File: config.mk
export PLATFORM = sky130hd
export DESIGN_NAME = tmrcr_timer
export DESIGN_NICKNAME = d
export VERILOG_FILES = /design/src/rtl/tmrcr_pkg.sv /design/src/rtl/tmrcr_fall_detect.sv /design/src/rtl/tmrcr_timer.sv
export SDC_FILE = /design/constraint.sdc
export NUM_CORES = 1
export LEC_CHECK = 0
export ABC_CLOCK_PERIOD_IN_PS = 1800
export BUFFER_PORTS_ARGS = -buffer_cell sky130_fd_sc_hd__buf_2
export CORE_ASPECT_RATIO = 0.8
export CORE_UTILIZATION = 53
export DETAILED_ROUTE_END_ITERATION = 16
export HOLD_SLACK_MARGIN = 0.08
export PLACE_DENSITY = 0.77
export SYNTH_ARGS = -nofsm -noshare
export SYNTH_HDL_FRONTEND = slang
export SYNTH_HIERARCHICAL = 1
export SYNTH_SLANG_ARGS = --single-unit
File: constraint.sdc
create_clock -name sys_clk -period 1.8 [get_ports sys_clk]
set_input_delay 0.18 -clock sys_clk [delete_from_list [all_inputs] [get_ports sys_clk]]
set_output_delay 0.18 -clock sys_clk [all_outputs]
set_load 0.01 [all_outputs]
File: src/rtl/tmrcr_pkg.sv
package tmrcr_pkg;

    // =====================================================
    // special function addresses
    localparam logic [7:0] TMRCR_ADDR_CONTROL = 8'hC8;
    localparam logic [7:0] TMRCR_ADDR_CAP_LOW = 8'hCA;
    localparam logic [7:0] TMRCR_ADDR_CAP_HIGH = 8'hCB;
    localparam logic [7:0] TMRCR_ADDR_COUNT_LOW = 8'hCC;
    localparam logic [7:0] TMRCR_ADDR_COUNT_HIGH = 8'hCD;

    // =====================================================
    // timer_control field positions
    localparam int TMRCR_BIT_OVERFLOW_FLAG = 7;
    localparam int TMRCR_BIT_EXTERNAL_EVENT_FLAG = 6;
    localparam int TMRCR_BIT_RX_CLOCK_SELECT = 5;
    localparam int TMRCR_BIT_TX_CLOCK_SELECT = 4;
    localparam int TMRCR_BIT_EXTERNAL_ENABLE = 3;
    localparam int TMRCR_BIT_RUN_CONTROL = 2;
    localparam int TMRCR_BIT_COUNT_SOURCE_SELECT = 1;
    localparam int TMRCR_BIT_CAPTURE_RELOAD_SELECT = 0;

    // =====================================================
    // reset values and the all-ones rollover count
    localparam logic [7:0] TMRCR_CONTROL_RESET = 8'h00;
    localparam logic [15:0] TMRCR_COUNT_RESET = 16'h0000;
    localparam logic [15:0] TMRCR_CAPTURE_RESET = 16'h0000;
    localparam logic [15:0] TMRCR_COUNT_ALL_ONES = 16'hFFFF;

endpackage

File: src/rtl/tmrcr_fall_detect.sv
`timescale 1ns/100ps

// two-flop synchroniser followed by a falling-edge detector
module tmrcr_fall_detect (
    input wire logic sys_clk, // core clock
    input wire logic rst_b, // async reset, active low
    input wire logic pin_in, // raw pin level
    output logic fall_pulse // one-cycle pulse on high-to-low
);
    logic meta_r;
    logic sync_r;
    logic last_r;

    // =====================================================
    // synchroniser; pins idle high so reset to one avoids a false edge
    always_ff @(posedge sys_clk or negedge rst_b) begin
        if (!rst_b) begin
            meta_r <= 1'b1;
            sync_r <= 1'b1;
            last_r <= 1'b1;
        end else begin
            meta_r <= pin_in;
            sync_r <= meta_r;
            last_r <= sync_r;
        end
    end

    assign fall_pulse = last_r & ~sync_r;

endmodule // tmrcr_fall_detect

File: src/rtl/tmrcr_timer.sv
`timescale 1ns/100ps

// How it works
// - capture mode, no enable: plain timer, overflow flag
// - enabled trigger fall copies count into capture
// - capture also sets external event flag
// - either serial clock select means baud mode
// - baud mode never sets overflow flag
// - baud mode: trigger ignored, external flag not set
// - overflow flag bit 7, software clears
// - external flag bit 6, software clears
// - bit 5 routes our overflow to receive
// - bit 4 routes our overflow to transmit
// - bit 3 enables trigger events
// - bit 2 runs or stops the counter
// - bit 1 picks core clock or pin
// - bit 0 capture or reload, forced reload
// - control at C8, bit addressable, resets 00
// - count bytes at CD and CC
// - capture/reload bytes at CB and CA
// - reload mode rollover reloads, sets flag
// - reload mode trigger reloads, sets flag
module tmrcr_timer
    import tmrcr_pkg::*;
(
    input wire logic sys_clk, // core clock, 200 MHz
    input wire logic rst_b, // async reset, active low
    input wire logic [7:0] sfr_addr, // special function address
    input wire logic [7:0] sfr_wdata, // byte write data
    input wire logic sfr_wr, // byte write strobe
    input wire logic sfr_bit_wr, // single-bit write strobe
    input wire logic [2:0] sfr_bit_sel, // bit number for bit write
    input wire logic sfr_bit_val, // value for bit write
    output logic [7:0] sfr_rdata, // read data for sfr_addr
    output logic sfr_hit, // sfr_addr decodes here
    input wire logic ext_trigger_pin, // external trigger input
    input wire logic ext_count_pin, // external count input
    input wire logic other_timer_ovf, // other timer overflow pulse
    output logic overflow_flag, // timer_control bit 7
    output logic external_event_flag, // timer_control bit 6
    output logic irq_req, // interrupt request level
    output logic rx_baud_tick, // receive clock pulse to serial port
    output logic tx_baud_tick // transmit clock pulse to serial port
);
    // =====================================================
    // state
    logic [7:0] control_r;
    logic [15:0] count_r;
    logic [15:0] capture_r;
    logic [7:0] control_nxt;
    logic trig_fall;
    logic cnt_fall;
    logic baud_mode;
    logic tick;
    logic rollover;
    logic trig_event;
    logic do_reload;
    logic do_capture;
    logic wr_control;
    logic wr_bit_control;
    logic [7:0] wr_value;

    function automatic logic addr_is(input logic [7:0] a, input logic [7:0] ref_a);
        return a == ref_a;
    endfunction

    tmrcr_fall_detect u_trig (
        .sys_clk(sys_clk),
        .rst_b(rst_b),
        .pin_in(ext_trigger_pin),
        .fall_pulse(trig_fall)
    );

    tmrcr_fall_detect u_cnt (
        .sys_clk(sys_clk),
        .rst_b(rst_b),
        .pin_in(ext_count_pin),
        .fall_pulse(cnt_fall)
    );

    // =====================================================
    // mode decode
    assign baud_mode = control_r[TMRCR_BIT_RX_CLOCK_SELECT]
        | control_r[TMRCR_BIT_TX_CLOCK_SELECT];
    assign tick = control_r[TMRCR_BIT_RUN_CONTROL]
        & (control_r[TMRCR_BIT_COUNT_SOURCE_SELECT] ? cnt_fall : 1'b1);
    assign rollover = tick & (count_r == TMRCR_COUNT_ALL_ONES);
    // the pin is ignored while the timer clocks the serial port
    assign trig_event = trig_fall & control_r[TMRCR_BIT_EXTERNAL_ENABLE]
        & ~baud_mode;
    assign do_capture = trig_event & control_r[TMRCR_BIT_CAPTURE_RELOAD_SELECT];
    // baud mode forces reload on rollover regardless of bit 0
    assign do_reload = (rollover & (baud_mode
        | ~control_r[TMRCR_BIT_CAPTURE_RELOAD_SELECT]))
        | (trig_event & ~control_r[TMRCR_BIT_CAPTURE_RELOAD_SELECT]);

    // =====================================================
    // register writes; bit writes merge into the current control value
    assign wr_control = sfr_wr & addr_is(sfr_addr, TMRCR_ADDR_CONTROL);
    assign wr_bit_control = sfr_bit_wr & addr_is(sfr_addr, TMRCR_ADDR_CONTROL);

    always_comb begin
        wr_value = control_r;
        wr_value[sfr_bit_sel] = sfr_bit_val;
        if (wr_control) begin
            wr_value = sfr_wdata;
        end
        control_nxt = (wr_control | wr_bit_control) ? wr_value : control_r;
        // hardware set wins over a software clear in the same cycle
        if (rollover & ~baud_mode) begin
            control_nxt[TMRCR_BIT_OVERFLOW_FLAG] = 1'b1;
        end
        // the gated trigger also covers the third external interrupt role
        if (trig_event) begin
            control_nxt[TMRCR_BIT_EXTERNAL_EVENT_FLAG] = 1'b1;
        end
    end

    always_ff @(posedge sys_clk or negedge rst_b) begin
        if (!rst_b) begin
            control_r <= TMRCR_CONTROL_RESET;
        end else begin
            control_r <= control_nxt;
        end
    end

    // =====================================================
    // counter; a software byte write takes priority over counting
    always_ff @(posedge sys_clk or negedge rst_b) begin
        if (!rst_b) begin
            count_r <= TMRCR_COUNT_RESET;
        end else if (sfr_wr & addr_is(sfr_addr, TMRCR_ADDR_COUNT_LOW)) begin
            count_r[7:0] <= sfr_wdata;
        end else if (sfr_wr & addr_is(sfr_addr, TMRCR_ADDR_COUNT_HIGH)) begin
            count_r[15:8] <= sfr_wdata;
        end else if (do_reload) begin
            count_r <= capture_r;
        end else if (tick) begin
            count_r <= count_r + 16'h0001;
        end
    end

    // =====================================================
    // capture/reload pair; capture overrides a same-cycle write
    always_ff @(posedge sys_clk or negedge rst_b) begin
        if (!rst_b) begin
            capture_r <= TMRCR_CAPTURE_RESET;
        end else if (do_capture) begin
            capture_r <= count_r;
        end else if (sfr_wr & addr_is(sfr_addr, TMRCR_ADDR_CAP_LOW)) begin
            capture_r[7:0] <= sfr_wdata;
        end else if (sfr_wr & addr_is(sfr_addr, TMRCR_ADDR_CAP_HIGH)) begin
            capture_r[15:8] <= sfr_wdata;
        end
    end

    // =====================================================
    // serial clock routing
    always_ff @(posedge sys_clk or negedge rst_b) begin
        if (!rst_b) begin
            rx_baud_tick <= 1'b0;
            tx_baud_tick <= 1'b0;
        end else begin
            rx_baud_tick <= control_r[TMRCR_BIT_RX_CLOCK_SELECT]
                ? rollover : other_timer_ovf;
            tx_baud_tick <= control_r[TMRCR_BIT_TX_CLOCK_SELECT]
                ? rollover : other_timer_ovf;
        end
    end

    // =====================================================
    // read side
    always_comb begin
        sfr_hit = 1'b1;
        unique case (sfr_addr)
            TMRCR_ADDR_CONTROL: sfr_rdata = control_r;
            TMRCR_ADDR_CAP_LOW: sfr_rdata = capture_r[7:0];
            TMRCR_ADDR_CAP_HIGH: sfr_rdata = capture_r[15:8];
            TMRCR_ADDR_COUNT_LOW: sfr_rdata = count_r[7:0];
            TMRCR_ADDR_COUNT_HIGH: sfr_rdata = count_r[15:8];
            default: begin
                sfr_rdata = 8'h00;
                sfr_hit = 1'b0;
            end
        endcase
    end

    assign overflow_flag = control_r[TMRCR_BIT_OVERFLOW_FLAG];
    assign external_event_flag = control_r[TMRCR_BIT_EXTERNAL_EVENT_FLAG];
    assign irq_req = overflow_flag | external_event_flag;

endmodule // tmrcr_timer
==> results of run 1 <==
[area by class of cell]
| cell class | instances | area, um^2 |
|---|---|---|
| Multi-Input combinational cell | 269 | 2020 |
| Tap cell | 78 | 97.6 |
| Fill cell | 398 | 1440 |
| Clock buffer | 7 | 86.3 |
| Clock inverter | 1 | 7.51 |
| Sequential cell | 48 | 1210 |
| Timing Repair Buffer | 102 | 721 |
| Inverter | 7 | 26.3 |
[what timing repair did]
action / CTS / global route
pin swaps: 7 / 16
hold buffers: 3 / 0
cloned: 1 / 0
setup endpoints to repair: 16 / 23
buffers inserted: 2 / 6
resized for setup: 17 / 28
hold endpoints to repair: 21 / 0
[per-stage QoR]
stage	setup slack (ns)	utilization	hold WS, ns	total power (W)	cell area (um^2)
detailed placement	-0.206	0.673	0.195	0.00166	3780
global placement	-0.144	0.673	0.193	0.00164	3780
CTS	-0.0377	0.715	0.111	0.00236	4010
floorplan	0.0168	-	-0.116	0.00145	3180
global route	-0.231	0.743	0.118	0.00247	4170
finish	-0.172	0.743	0.109	0.00239	4170
[layer usage]
| layer | vias up | wire (um) | share of wire |
|---|---|---|---|
| li1 | 1444 | - | - |
| met3 | 43 | 913 | 0.089 |
| met2 | 200 | 4660 | 0.46 |
| met1 | 1565 | 4300 | 0.42 |
| met5 | - | 0 | 0 |
| met4 | 0 | 374 | 0.036 |
[kinds of logic after synthesis]
| group | Yosys count |
|---|---|
| compound gates | 101 |
| xor+xnor | 11 |
| fa+ha+maj | 1 |
| buf+inv | 27 |
| flops | 48 |
| mux | 33 |
| simple gates | 122 |
[power by group through the flow]
stage                     registers [W]  clock network [W]  logic [W]
final                           0.00123           0.000705   0.000452
after global routing            0.00124           0.000740   0.000491
after CTS                       0.00123           0.000710   0.000426
after detailed placement        0.00125                  0   0.000411
after global placement          0.00124                  0   0.000401
after floorplan                 0.00124                  0   0.000207
[placed cells by master, fill, tap and decap left out, types with 3 or more instances in the layout]
master	n
a21oi_1	10
buf_2	40
o21ai_1	7
a211oi_1	3
a22oi_2	4
a22oi_1	3
a221o_1	10
clkbuf_8	6
xnor2_1	4
xor2_1	7
and3_1	4
dfrtp_1	42
o21ai_2	3
nand4_1	3
a21oi_2	6
nand2_1	40
o22ai_1	4
and2_1	3
a31oi_1	4
mux2_2	3
dfstp_2	6
nor2_1	27
o211ai_1	3
inv_1	7
buf_6	6
dlygate4sd3_1	3
buf_4	51
o21ai_0	28
nor2_2	3
nand3_1	4
mux2i_1	30
nand2_2	5
[worst reg2reg max path, delay by kind of cell (launching register included)]
family / cells / cell delay [ns]
flops: 1 / 0.40
fa+ha+maj: 1 / 0.22
compound gates: 3 / 0.85
buf+inv: 1 / 0.14
simple gates: 3 / 0.31
[worst paths after layout]
kind                            startpoint             to  cells past startpoint
min in group asynchronous            rst_b   capture_r[7]                      2
setup / recovery                count_r[1]    count_r[11]                      8
max in group asynchronous            rst_b  u_trig/meta_r                      3
hold reg to reg              u_trig/meta_r  u_trig/sync_r                      0
setup reg to reg                count_r[1]    count_r[11]                      8
hold / removal             other_timer_ovf   rx_baud_tick                      2
==> impl_metrics.env, run 1 <==
export IMPL_boundaryPins=41
export IMPL_outcome="complete, but fails checks"
export IMPL_grt_pass1_vias=3069
export IMPL_vdd_drop_max_uv=456
export IMPL_synthXorXnorAreaFrac=0.0303
export IMPL_grt_setup_unrepaired="yes"
export IMPL_synth_top_cell_area_share=0.331
export IMPL_drcViolationCount=0
export IMPL_cts_tree="done"
export IMPL_worstPathArrival_ns=2.23
export IMPL_synthSimpleGateAreaFrac=0.220
export IMPL_busiest_layer="met2"
export IMPL_synth_common_cells="dfrtp_1, nand2_1, nor2_1, o21ai_0, mux2i_1"
export IMPL_violations="negative setup slack"
export IMPL_timing_clock_skew_ns=0.0116
export IMPL_die_x_um=88.6
export IMPL_die_y_um=71.3
export IMPL_r2r_slack_ns=-0.17
export IMPL_tns_ns=-0.642
export IMPL_synth_fa_ha_area_frac=0.00394
export IMPL_fmaxAchievable_mhz=507
export IMPL_period_minus_slack_ns=1.97
export IMPL_hold_viol=0
export IMPL_cp_max_fo=6
export IMPL_start_util=0.566
export IMPL_dp_cells=493
export IMPL_clockBufferDepth=2
export IMPL_grt_max_degree=33
export IMPL_syn_inst=343
export IMPL_dp_hpwl_um=6880
export IMPL_syn_cell_area_mm2=0.00318
export IMPL_htreeDepth=2
export IMPL_ys_warn_count=6
export IMPL_synth_compound_area_share=0.217
export IMPL_cp_top_family="compound AO/OA/AOI/OAI gates"
export IMPL_worst_slew_pin_slew_ns=0.556
export IMPL_p_leak_nw=1.87
export IMPL_setup_violations=11
export IMPL_maxSlewHeadroom=0.630
export IMPL_port_buffer_count=40
export IMPL_maxSlewViolCount=0
export IMPL_synth_edff_count=0
export IMPL_grt_overflow_total=0
export IMPL_wl_per_cell_um=20.0
export IMPL_synth_most_common_cell="dfrtp_1"
export IMPL_switchingPower_w=0.000707
export IMPL_routed_via_density=6.35
export IMPL_cts_buffers_inserted=5
export IMPL_criticalPathCategory="reg -> reg"
export IMPL_rows=24
export IMPL_setup_slack_ns=-0.172
export IMPL_core_area_mm2=0.00562
export IMPL_area_growth_syn_to_layout_pct=31.2
export IMPL_p_per_area_mw_per_mm2=573
export IMPL_p_int_w=0.00168
export IMPL_grt_pass1_wl_um=15500
export IMPL_drv_cap=0
export IMPL_die_area_mm2=0.00631
export IMPL_power_share_sequential=0.516
export IMPL_synth_distinct_cells=62
export IMPL_synth_mux_area_frac=0.105
export IMPL_use_met2=0.491
export IMPL_synth_area_top_cells="dfrtp_1, mux2i_1, dfstp_2"
export IMPL_first_pass_iters=5
export IMPL_postRouteWirelength_um=10200
export IMPL_switching_share=0.296
export IMPL_cp_num_buf_inv=1
export IMPL_cpPeakStageDelay_ns=0.40
export IMPL_cp_start_kind="register"
export IMPL_cts_root_buf="clkbuf_8"
export IMPL_syn_avg_cell_area_um2=9.27
export IMPL_clock_sinks=48
export IMPL_clk_pin_slew_ns=0.09
export IMPL_async_reset_ff_frac=1.00
export IMPL_drt_iter0_drc=345
export IMPL_grtUsageTotal=0.329
export IMPL_drive_gt1_frac=0.394
export IMPL_required_ns=2.06
export IMPL_antenna_found_initial=0
export IMPL_synth_top_area_cell="dfrtp_1"
export IMPL_synth_top_family_by_area="simple AND/OR/NAND/NOR gates"
export IMPL_synth_seq_cells=48
export IMPL_diodes=0
export IMPL_gp_congestion=0.945
export IMPL_grtUsageMet3=0.0657
export IMPL_period_share=1.10
export IMPL_clock_latency_ns=0.32
export IMPL_met1_usage=0.474
export IMPL_dr_total_vias=3252
export IMPL_drtAntennaViolNets=0
export IMPL_final_cell_count_no_fill=512
export IMPL_end_kind="register"
export IMPL_synthesis_nets=371
export IMPL_path_cells="ha_2 > nand3_4 > nor4_4 > buf_4 > a21oi_4 > nand2_2 > o32ai_1 > o21a_1"
export IMPL_synthFlopType="dfrtp_1"
export IMPL_slowest_stage="dfrtp_1"
export IMPL_clkPwrFrac=0.295
export IMPL_layout_nets=461
export IMPL_hold_path_class="in -> reg"
export IMPL_p_comb_frac=0.189
export IMPL_synth_seq_area_share=0.380
(Power assumes the default switching activity.)
==> inputs of run 2 (changes only) <==
- RECOVER_POWER: default -> 50
==> run 2 against run 1 <==
Effect of this change:
- power down 0.36%
- setup slack worse by 0.0042 ns
- worst hold slack better by 0.0025 ns
- highest routed layer unchanged
- sequential power about the same
- critical endpoint unchanged
- the run still ends with negative setup slack left
==> impl_metrics.env, run 2 (synthesis gave the netlist of run 1 again) <==
export IMPL_diodes=0
export IMPL_setup_violations=11
export IMPL_worstPathArrival_ns=2.24
export IMPL_die_y_um=71.3
export IMPL_hold_path_class="in -> reg"
export IMPL_end_kind="register"
export IMPL_mostFrequentLayoutCells="buf_4, dfrtp_1, nand2_1"
export IMPL_cp_start_kind="register"
export IMPL_criticalPathCategory="reg -> reg"
export IMPL_worst_hold_slack_ns=0.112
export IMPL_setup_slack_ns=-0.176
export IMPL_seqCellArea_mm2=0.00121
export IMPL_gp_congestion=0.945
export IMPL_drv_cap=0
export IMPL_antenna_found_initial=0
export IMPL_grt_setup_unrepaired="yes"
export IMPL_hold_viol=0
export IMPL_die_x_um=88.6
export IMPL_worst_slew_pin_slew_ns=1.33
export IMPL_clock_latency_ns=0.32
export IMPL_wl_per_cell_um=20.0
export IMPL_cts_buffers_inserted=5
export IMPL_period_share=1.10
export IMPL_cp_max_fo=6
export IMPL_drcViolationCount=0
export IMPL_clk_pin_slew_ns=0.09
export IMPL_core_area_mm2=0.00562
export IMPL_placed_area_mm2=0.00378
export IMPL_grt_pass1_wl_um=15500
export IMPL_timing_clock_skew_ns=0.0121
export IMPL_first_pass_iters=5
export IMPL_htreeDepth=2
export IMPL_cts_tree="done"
export IMPL_power_w=0.00238
export IMPL_vdd_drop_max_uv=456
export IMPL_multi_input_area_mm2=0.00202
export IMPL_boundaryPins=41
export IMPL_reg2reg_to="count_r[11]"
export IMPL_fmaxAchievable_mhz=506
export IMPL_violations="negative setup slack"
export IMPL_r2r_slack_ns=-0.18
export IMPL_p_leak_nw=1.86
export IMPL_slowest_stage="o32ai_1"
export IMPL_dp_hpwl_um=6880
export IMPL_cpPeakStageDelay_ns=0.41
export IMPL_final_common_cell="buf_4"
export IMPL_r2r_start="count_r[1]"
export IMPL_r2r_cells=8
export IMPL_cp_endpoint="count_r[11]"
export IMPL_cts_root_buf="clkbuf_8"
export IMPL_grt_pass1_vias=3069
export IMPL_p_per_area_mw_per_mm2=572
export IMPL_start_util=0.566
export IMPL_period_minus_slack_ns=1.98
export IMPL_die_area_mm2=0.00631
export IMPL_place_ws_ns=-0.206
export IMPL_outcome="complete, but fails checks"
export IMPL_postRouteWirelength_um=10200
export IMPL_drtAntennaViolNets=0
export IMPL_clockBufferDepth=2
export IMPL_dr_total_vias=3267
export IMPL_drt_iter0_drc=347
export IMPL_routed_via_density=6.38
export IMPL_nFillCells=398
export IMPL_path_cells="ha_2 > nand3_4 > nor4_4 > buf_4 > a21oi_4 > nand2_2 > o32ai_1 > o21a_1"
export IMPL_grt_max_degree=33
export IMPL_maxSlewViolCount=0
export IMPL_final_cell_area_mm2=0.00416
export IMPL_required_ns=2.06
export IMPL_grt_overflow_total=0
export IMPL_port_buffer_count=40
export IMPL_utilization=0.741
export IMPL_clock_sinks=48
export IMPL_cp_startpoint="count_r[1]"
export IMPL_maxSlewHeadroom=0.115
export IMPL_area_growth_syn_to_layout_pct=30.8
export IMPL_drive_gt1_frac=0.385
export IMPL_grtUsageTotal=0.329
export IMPL_rows=24
export IMPL_layout_nets=461
[run 2: layout make-up]
| class | count | area share |
|---|---|---|
| Inverter | 7 | 0.00632 |
| Multi-Input combinational cell | 269 | 0.487 |
| Clock buffer | 7 | 0.0208 |
| Clock inverter | 1 | 0.00181 |
| Tap cell | 78 | 0.0235 |
| Timing Repair Buffer | 102 | 0.170 |
| Sequential cell | 48 | 0.291 |
[run 2: routing by layer]
layer  share of wire  vias to the layer above  global-route usage
met3           0.096                       40              0.0657
met4           0.034                        0               0.127
met2            0.46                      200               0.491
met5               0                        -                   0
li1                -                     1446                   -
met1            0.41                     1581               0.474
[run 2: worst min path at each step]
stage / from / end / slack (ns) / cells past startpoint
6_report: other_timer_ovf / rx_baud_tick / 0.11 / 2
5_1_grt: other_timer_ovf / tx_baud_tick / 0.12 / 2
4_1_cts: other_timer_ovf / rx_baud_tick / 0.11 / 2
3_5_place_dp: rst_b / capture_r[7] / 0.20 / 1
3_3_place_gp: rst_b / capture_r[7] / 0.19 / 1
2_1_floorplan: rst_b / asynchronous set/reset pin / -0.12 / 0
[run 2: critical path: cells and delay by family (launching register included)]
family	cells	cell delay, ns
AOI/OAI and AO/OA	3	0.85
adders and majority gates	1	0.22
buffers and inverters	1	0.14
DFF	1	0.40
and+or+nand+nor	3	0.31
[run 2: where the power goes]
part	switching, W	internal (W)	total [W]
registers	0.0000684	0.00116	0.00123
logic	0.000246	0.000202	0.000448
clock network	0.000387	0.000313	0.000700
total	0.000702	0.00168	0.00238
[run 2: metrics by stage]
stage / cells / TNS, ns
after CTS: 507 / -0.0870
after detailed placement: 493 / -1.72
after global routing: 512 / -1.62
final: 512 / -0.699
after global placement: 493 / -1.42
after floorplan: 343 / 0
[run 2: timing repair]
action                                  CTS  global route
pin swaps                                 7            16
buffers inserted                          2             6
endpoints found under the setup margin   16            23
resized for setup                        17            28
hold buffers                              3             0
hold endpoints to repair                 21             0
gates cloned                              1             0
==> inputs of run 3 (changes only) <==
- ABC_AREA: default -> 1
- CORE_UTILIZATION: 53 -> 54
==> run 3 against run 2 <==
Effect of this change:
- the run now ends clean
- setup slack improved by 0.20 ns
- power grew 56%
- sequential power grew 16%
- critical path depth up 5
- via count rose by 24%
- synthesized cell count up 54%
- critical endpoint is now count_r[10]
- largest cell class unchanged
- largest power group is now combinational logic
- highest routed layer unchanged
==> impl_metrics.env, run 3 <==
export IMPL_outcome="complete, no violations"
export IMPL_rows=26
export IMPL_required_ns=2.00
export IMPL_routed_via_density=5.79
export IMPL_cts_root_buf="clkbuf_8"
export IMPL_end_kind="register"
export IMPL_synth_most_common_cell="nand2_1"
export IMPL_place_ws_ns=-0.0524
export IMPL_syn_cell_area_mm2=0.00361
export IMPL_synth_distinct_cells=46
export IMPL_ys_warn_count=6
export IMPL_grt_pass1_wl_um=19100
export IMPL_drcViolationCount=0
export IMPL_setup_slack_ns=0.0221
export IMPL_p_leak_nw=2.24
export IMPL_synth_common_cells="nand2_1, nand3_1, inv_1, dfrtp_1, nor2_1"
export IMPL_cp_max_fo=3
export IMPL_synth_seq_area_share=0.335
export IMPL_power_w=0.00372
export IMPL_clk_pin_slew_ns=0.09
export IMPL_drt_iter0_drc=491
export IMPL_dp_hpwl_um=9440
export IMPL_hp_start="other_timer_ovf"
export IMPL_period_share=0.988
export IMPL_met1_usage=0.521
export IMPL_synth_top_cell_area_share=0.291
export IMPL_hold_path_class="in -> reg"
export IMPL_fmaxAchievable_mhz=562
export IMPL_start_util=0.563
export IMPL_period_minus_slack_ns=1.78
export IMPL_worst_hold_slack_ns=0.103
export IMPL_drtAntennaViolNets=0
export IMPL_utilization=0.702
export IMPL_async_reset_ff_frac=1.00
export IMPL_syn_avg_cell_area_um2=6.84
export IMPL_hold_viol=0
export IMPL_drv_cap=0
export IMPL_postRouteWirelength_um=12600
export IMPL_die_x_um=93.4
export IMPL_maxSlewHeadroom=0.580
export IMPL_core_area_mm2=0.00641
export IMPL_final_common_cell="nand2_1"
export IMPL_cp_start_kind="register"
export IMPL_boundaryPins=41
export IMPL_die_area_mm2=0.00701
export IMPL_clock_latency_ns=0.31
export IMPL_drive_gt1_frac=0.271
export IMPL_cp_startpoint="count_r[1]"
export IMPL_htreeDepth=2
export IMPL_worst_slew_pin_slew_ns=0.630
export IMPL_grt_pass1_vias=3646
export IMPL_cts_tree="done"
export IMPL_mostFrequentLayoutCells="nand2_1, nand3_1, inv_1"
export IMPL_synth_edff_count=0
export IMPL_grt_max_degree=49
export IMPL_gp_congestion=0.990
export IMPL_worstPathArrival_ns=1.98
export IMPL_grt_setup_unrepaired="yes"
export IMPL_grt_overflow_total=0
export IMPL_use_met2=0.565
export IMPL_synth_top_area_cell="dfrtp_1"
export IMPL_tns_ns=0
export IMPL_setup_violations=0
export IMPL_clockBufferDepth=2
export IMPL_syn_inst=527
export IMPL_synth_area_top_cells="dfrtp_1, nand2_1, nand3_1"
export IMPL_r2r_start="count_r[1]"
export IMPL_cts_buffers_inserted=5
export IMPL_synth_seq_cells=48
export IMPL_timing_clock_skew_ns=0.00723
export IMPL_maxSlewViolCount=0
export IMPL_grtUsageTotal=0.368
export IMPL_vdd_drop_max_uv=860
export IMPL_area_growth_syn_to_layout_pct=24.7
export IMPL_dr_total_vias=4061
export IMPL_layout_nets=644
export IMPL_criticalPathCategory="reg -> reg"
export IMPL_antenna_found_initial=0
export IMPL_clock_sinks=48
export IMPL_grtUsageMet3=0.0889
export IMPL_port_buffer_count=40
export IMPL_die_y_um=75.1
export IMPL_diodes=0
export IMPL_synthesis_nets=555
export IMPL_busiest_layer="met2"
export IMPL_r2r_slack_ns=0.02
export IMPL_wl_per_cell_um=17.9
export IMPL_first_pass_iters=7
export IMPL_synthFlopType="dfrtp_1"
export IMPL_p_per_area_mw_per_mm2=826
[run 3: stage by stage]
stage | cells | instance area, um^2
after CTS | 691 | 4270
after detailed placement | 679 | 4110
after global placement | 679 | 4110
final | 701 | 4500
after floorplan | 527 | 3610
after global routing | 701 | 4500
[run 3: area by class of cell]
cell class,count,area [um^2]
clock buffers,6,72.6
fillers,556,1910
repair buffers,92,601
flip-flops and latches,48,1210
clock inverters,2,35.0
inverters,74,284
well taps,84,105
multi-input cells,395,2190
[run 3: report_power, final]
| group | total, W | internal [W] | switching (W) |
|---|---|---|---|
| sequential | 0.00143 | 0.00126 | 0.000170 |
| clock | 0.000793 | 0.000413 | 0.000380 |
| combinational | 0.00149 | 0.000619 | 0.000872 |
| total | 0.00372 | 0.00230 | 0.00142 |
[run 3: critical path, stage by stage, from the launching register on]
cell and delay, ns:
dfrtp_1 0.42, ha_4 0.18, nand2_2 0.07, nor2_4 0.15, nand2_2 0.09, buf_4 0.16, o21ai_1 0.12, nand2_1 0.06
inv_1 0.06, nand2_1 0.06, nand3_1 0.07, nand2_1 0.08, nand2_1 0.08, nand2_1 0.05
[run 3: cells by family after synthesis]
logic type | after synthesis | share of synthesized area
adder cells (fa/ha/maj) | 1 | 0.00347
XOR/XNOR | 5 | 0.0121
AO/OA/AOI/OAI | 69 | 0.121
flip-flops | 48 | 0.335
AND/OR/NAND/NOR | 318 | 0.423
buffers and inverters | 86 | 0.106
[run 3: timing repair]
item,CTS,global route
buffers inserted,1,7
pin swaps,2,12
resized for setup,4,38
endpoints found under the setup margin,17,21
hold buffers,3,0
hold endpoints to repair,44,0
gates cloned,0,3
[run 3: routing by layer]
| layer | wire, um | vias to the layer above |
|---|---|---|
| met2 | 5430 | 253 |
| met5 | 0 | - |
| met3 | 1390 | 34 |
| met1 | 5470 | 1870 |
| li1 | - | 1904 |
| met4 | 284 | 0 |
[run 3: path summary, 6_finish.rpt]
| check | depth (start not counted) | end |
|---|---|---|
| setup / recovery | 13 | count_r[10] |
| hold / removal | 3 | tx_baud_tick |
| setup reg to reg | 13 | count_r[10] |
| hold reg to reg | 0 | u_cnt/sync_r |
| max in group asynchronous | 3 | count_r[2] |
| min in group asynchronous | 3 | asynchronous set/reset pin |
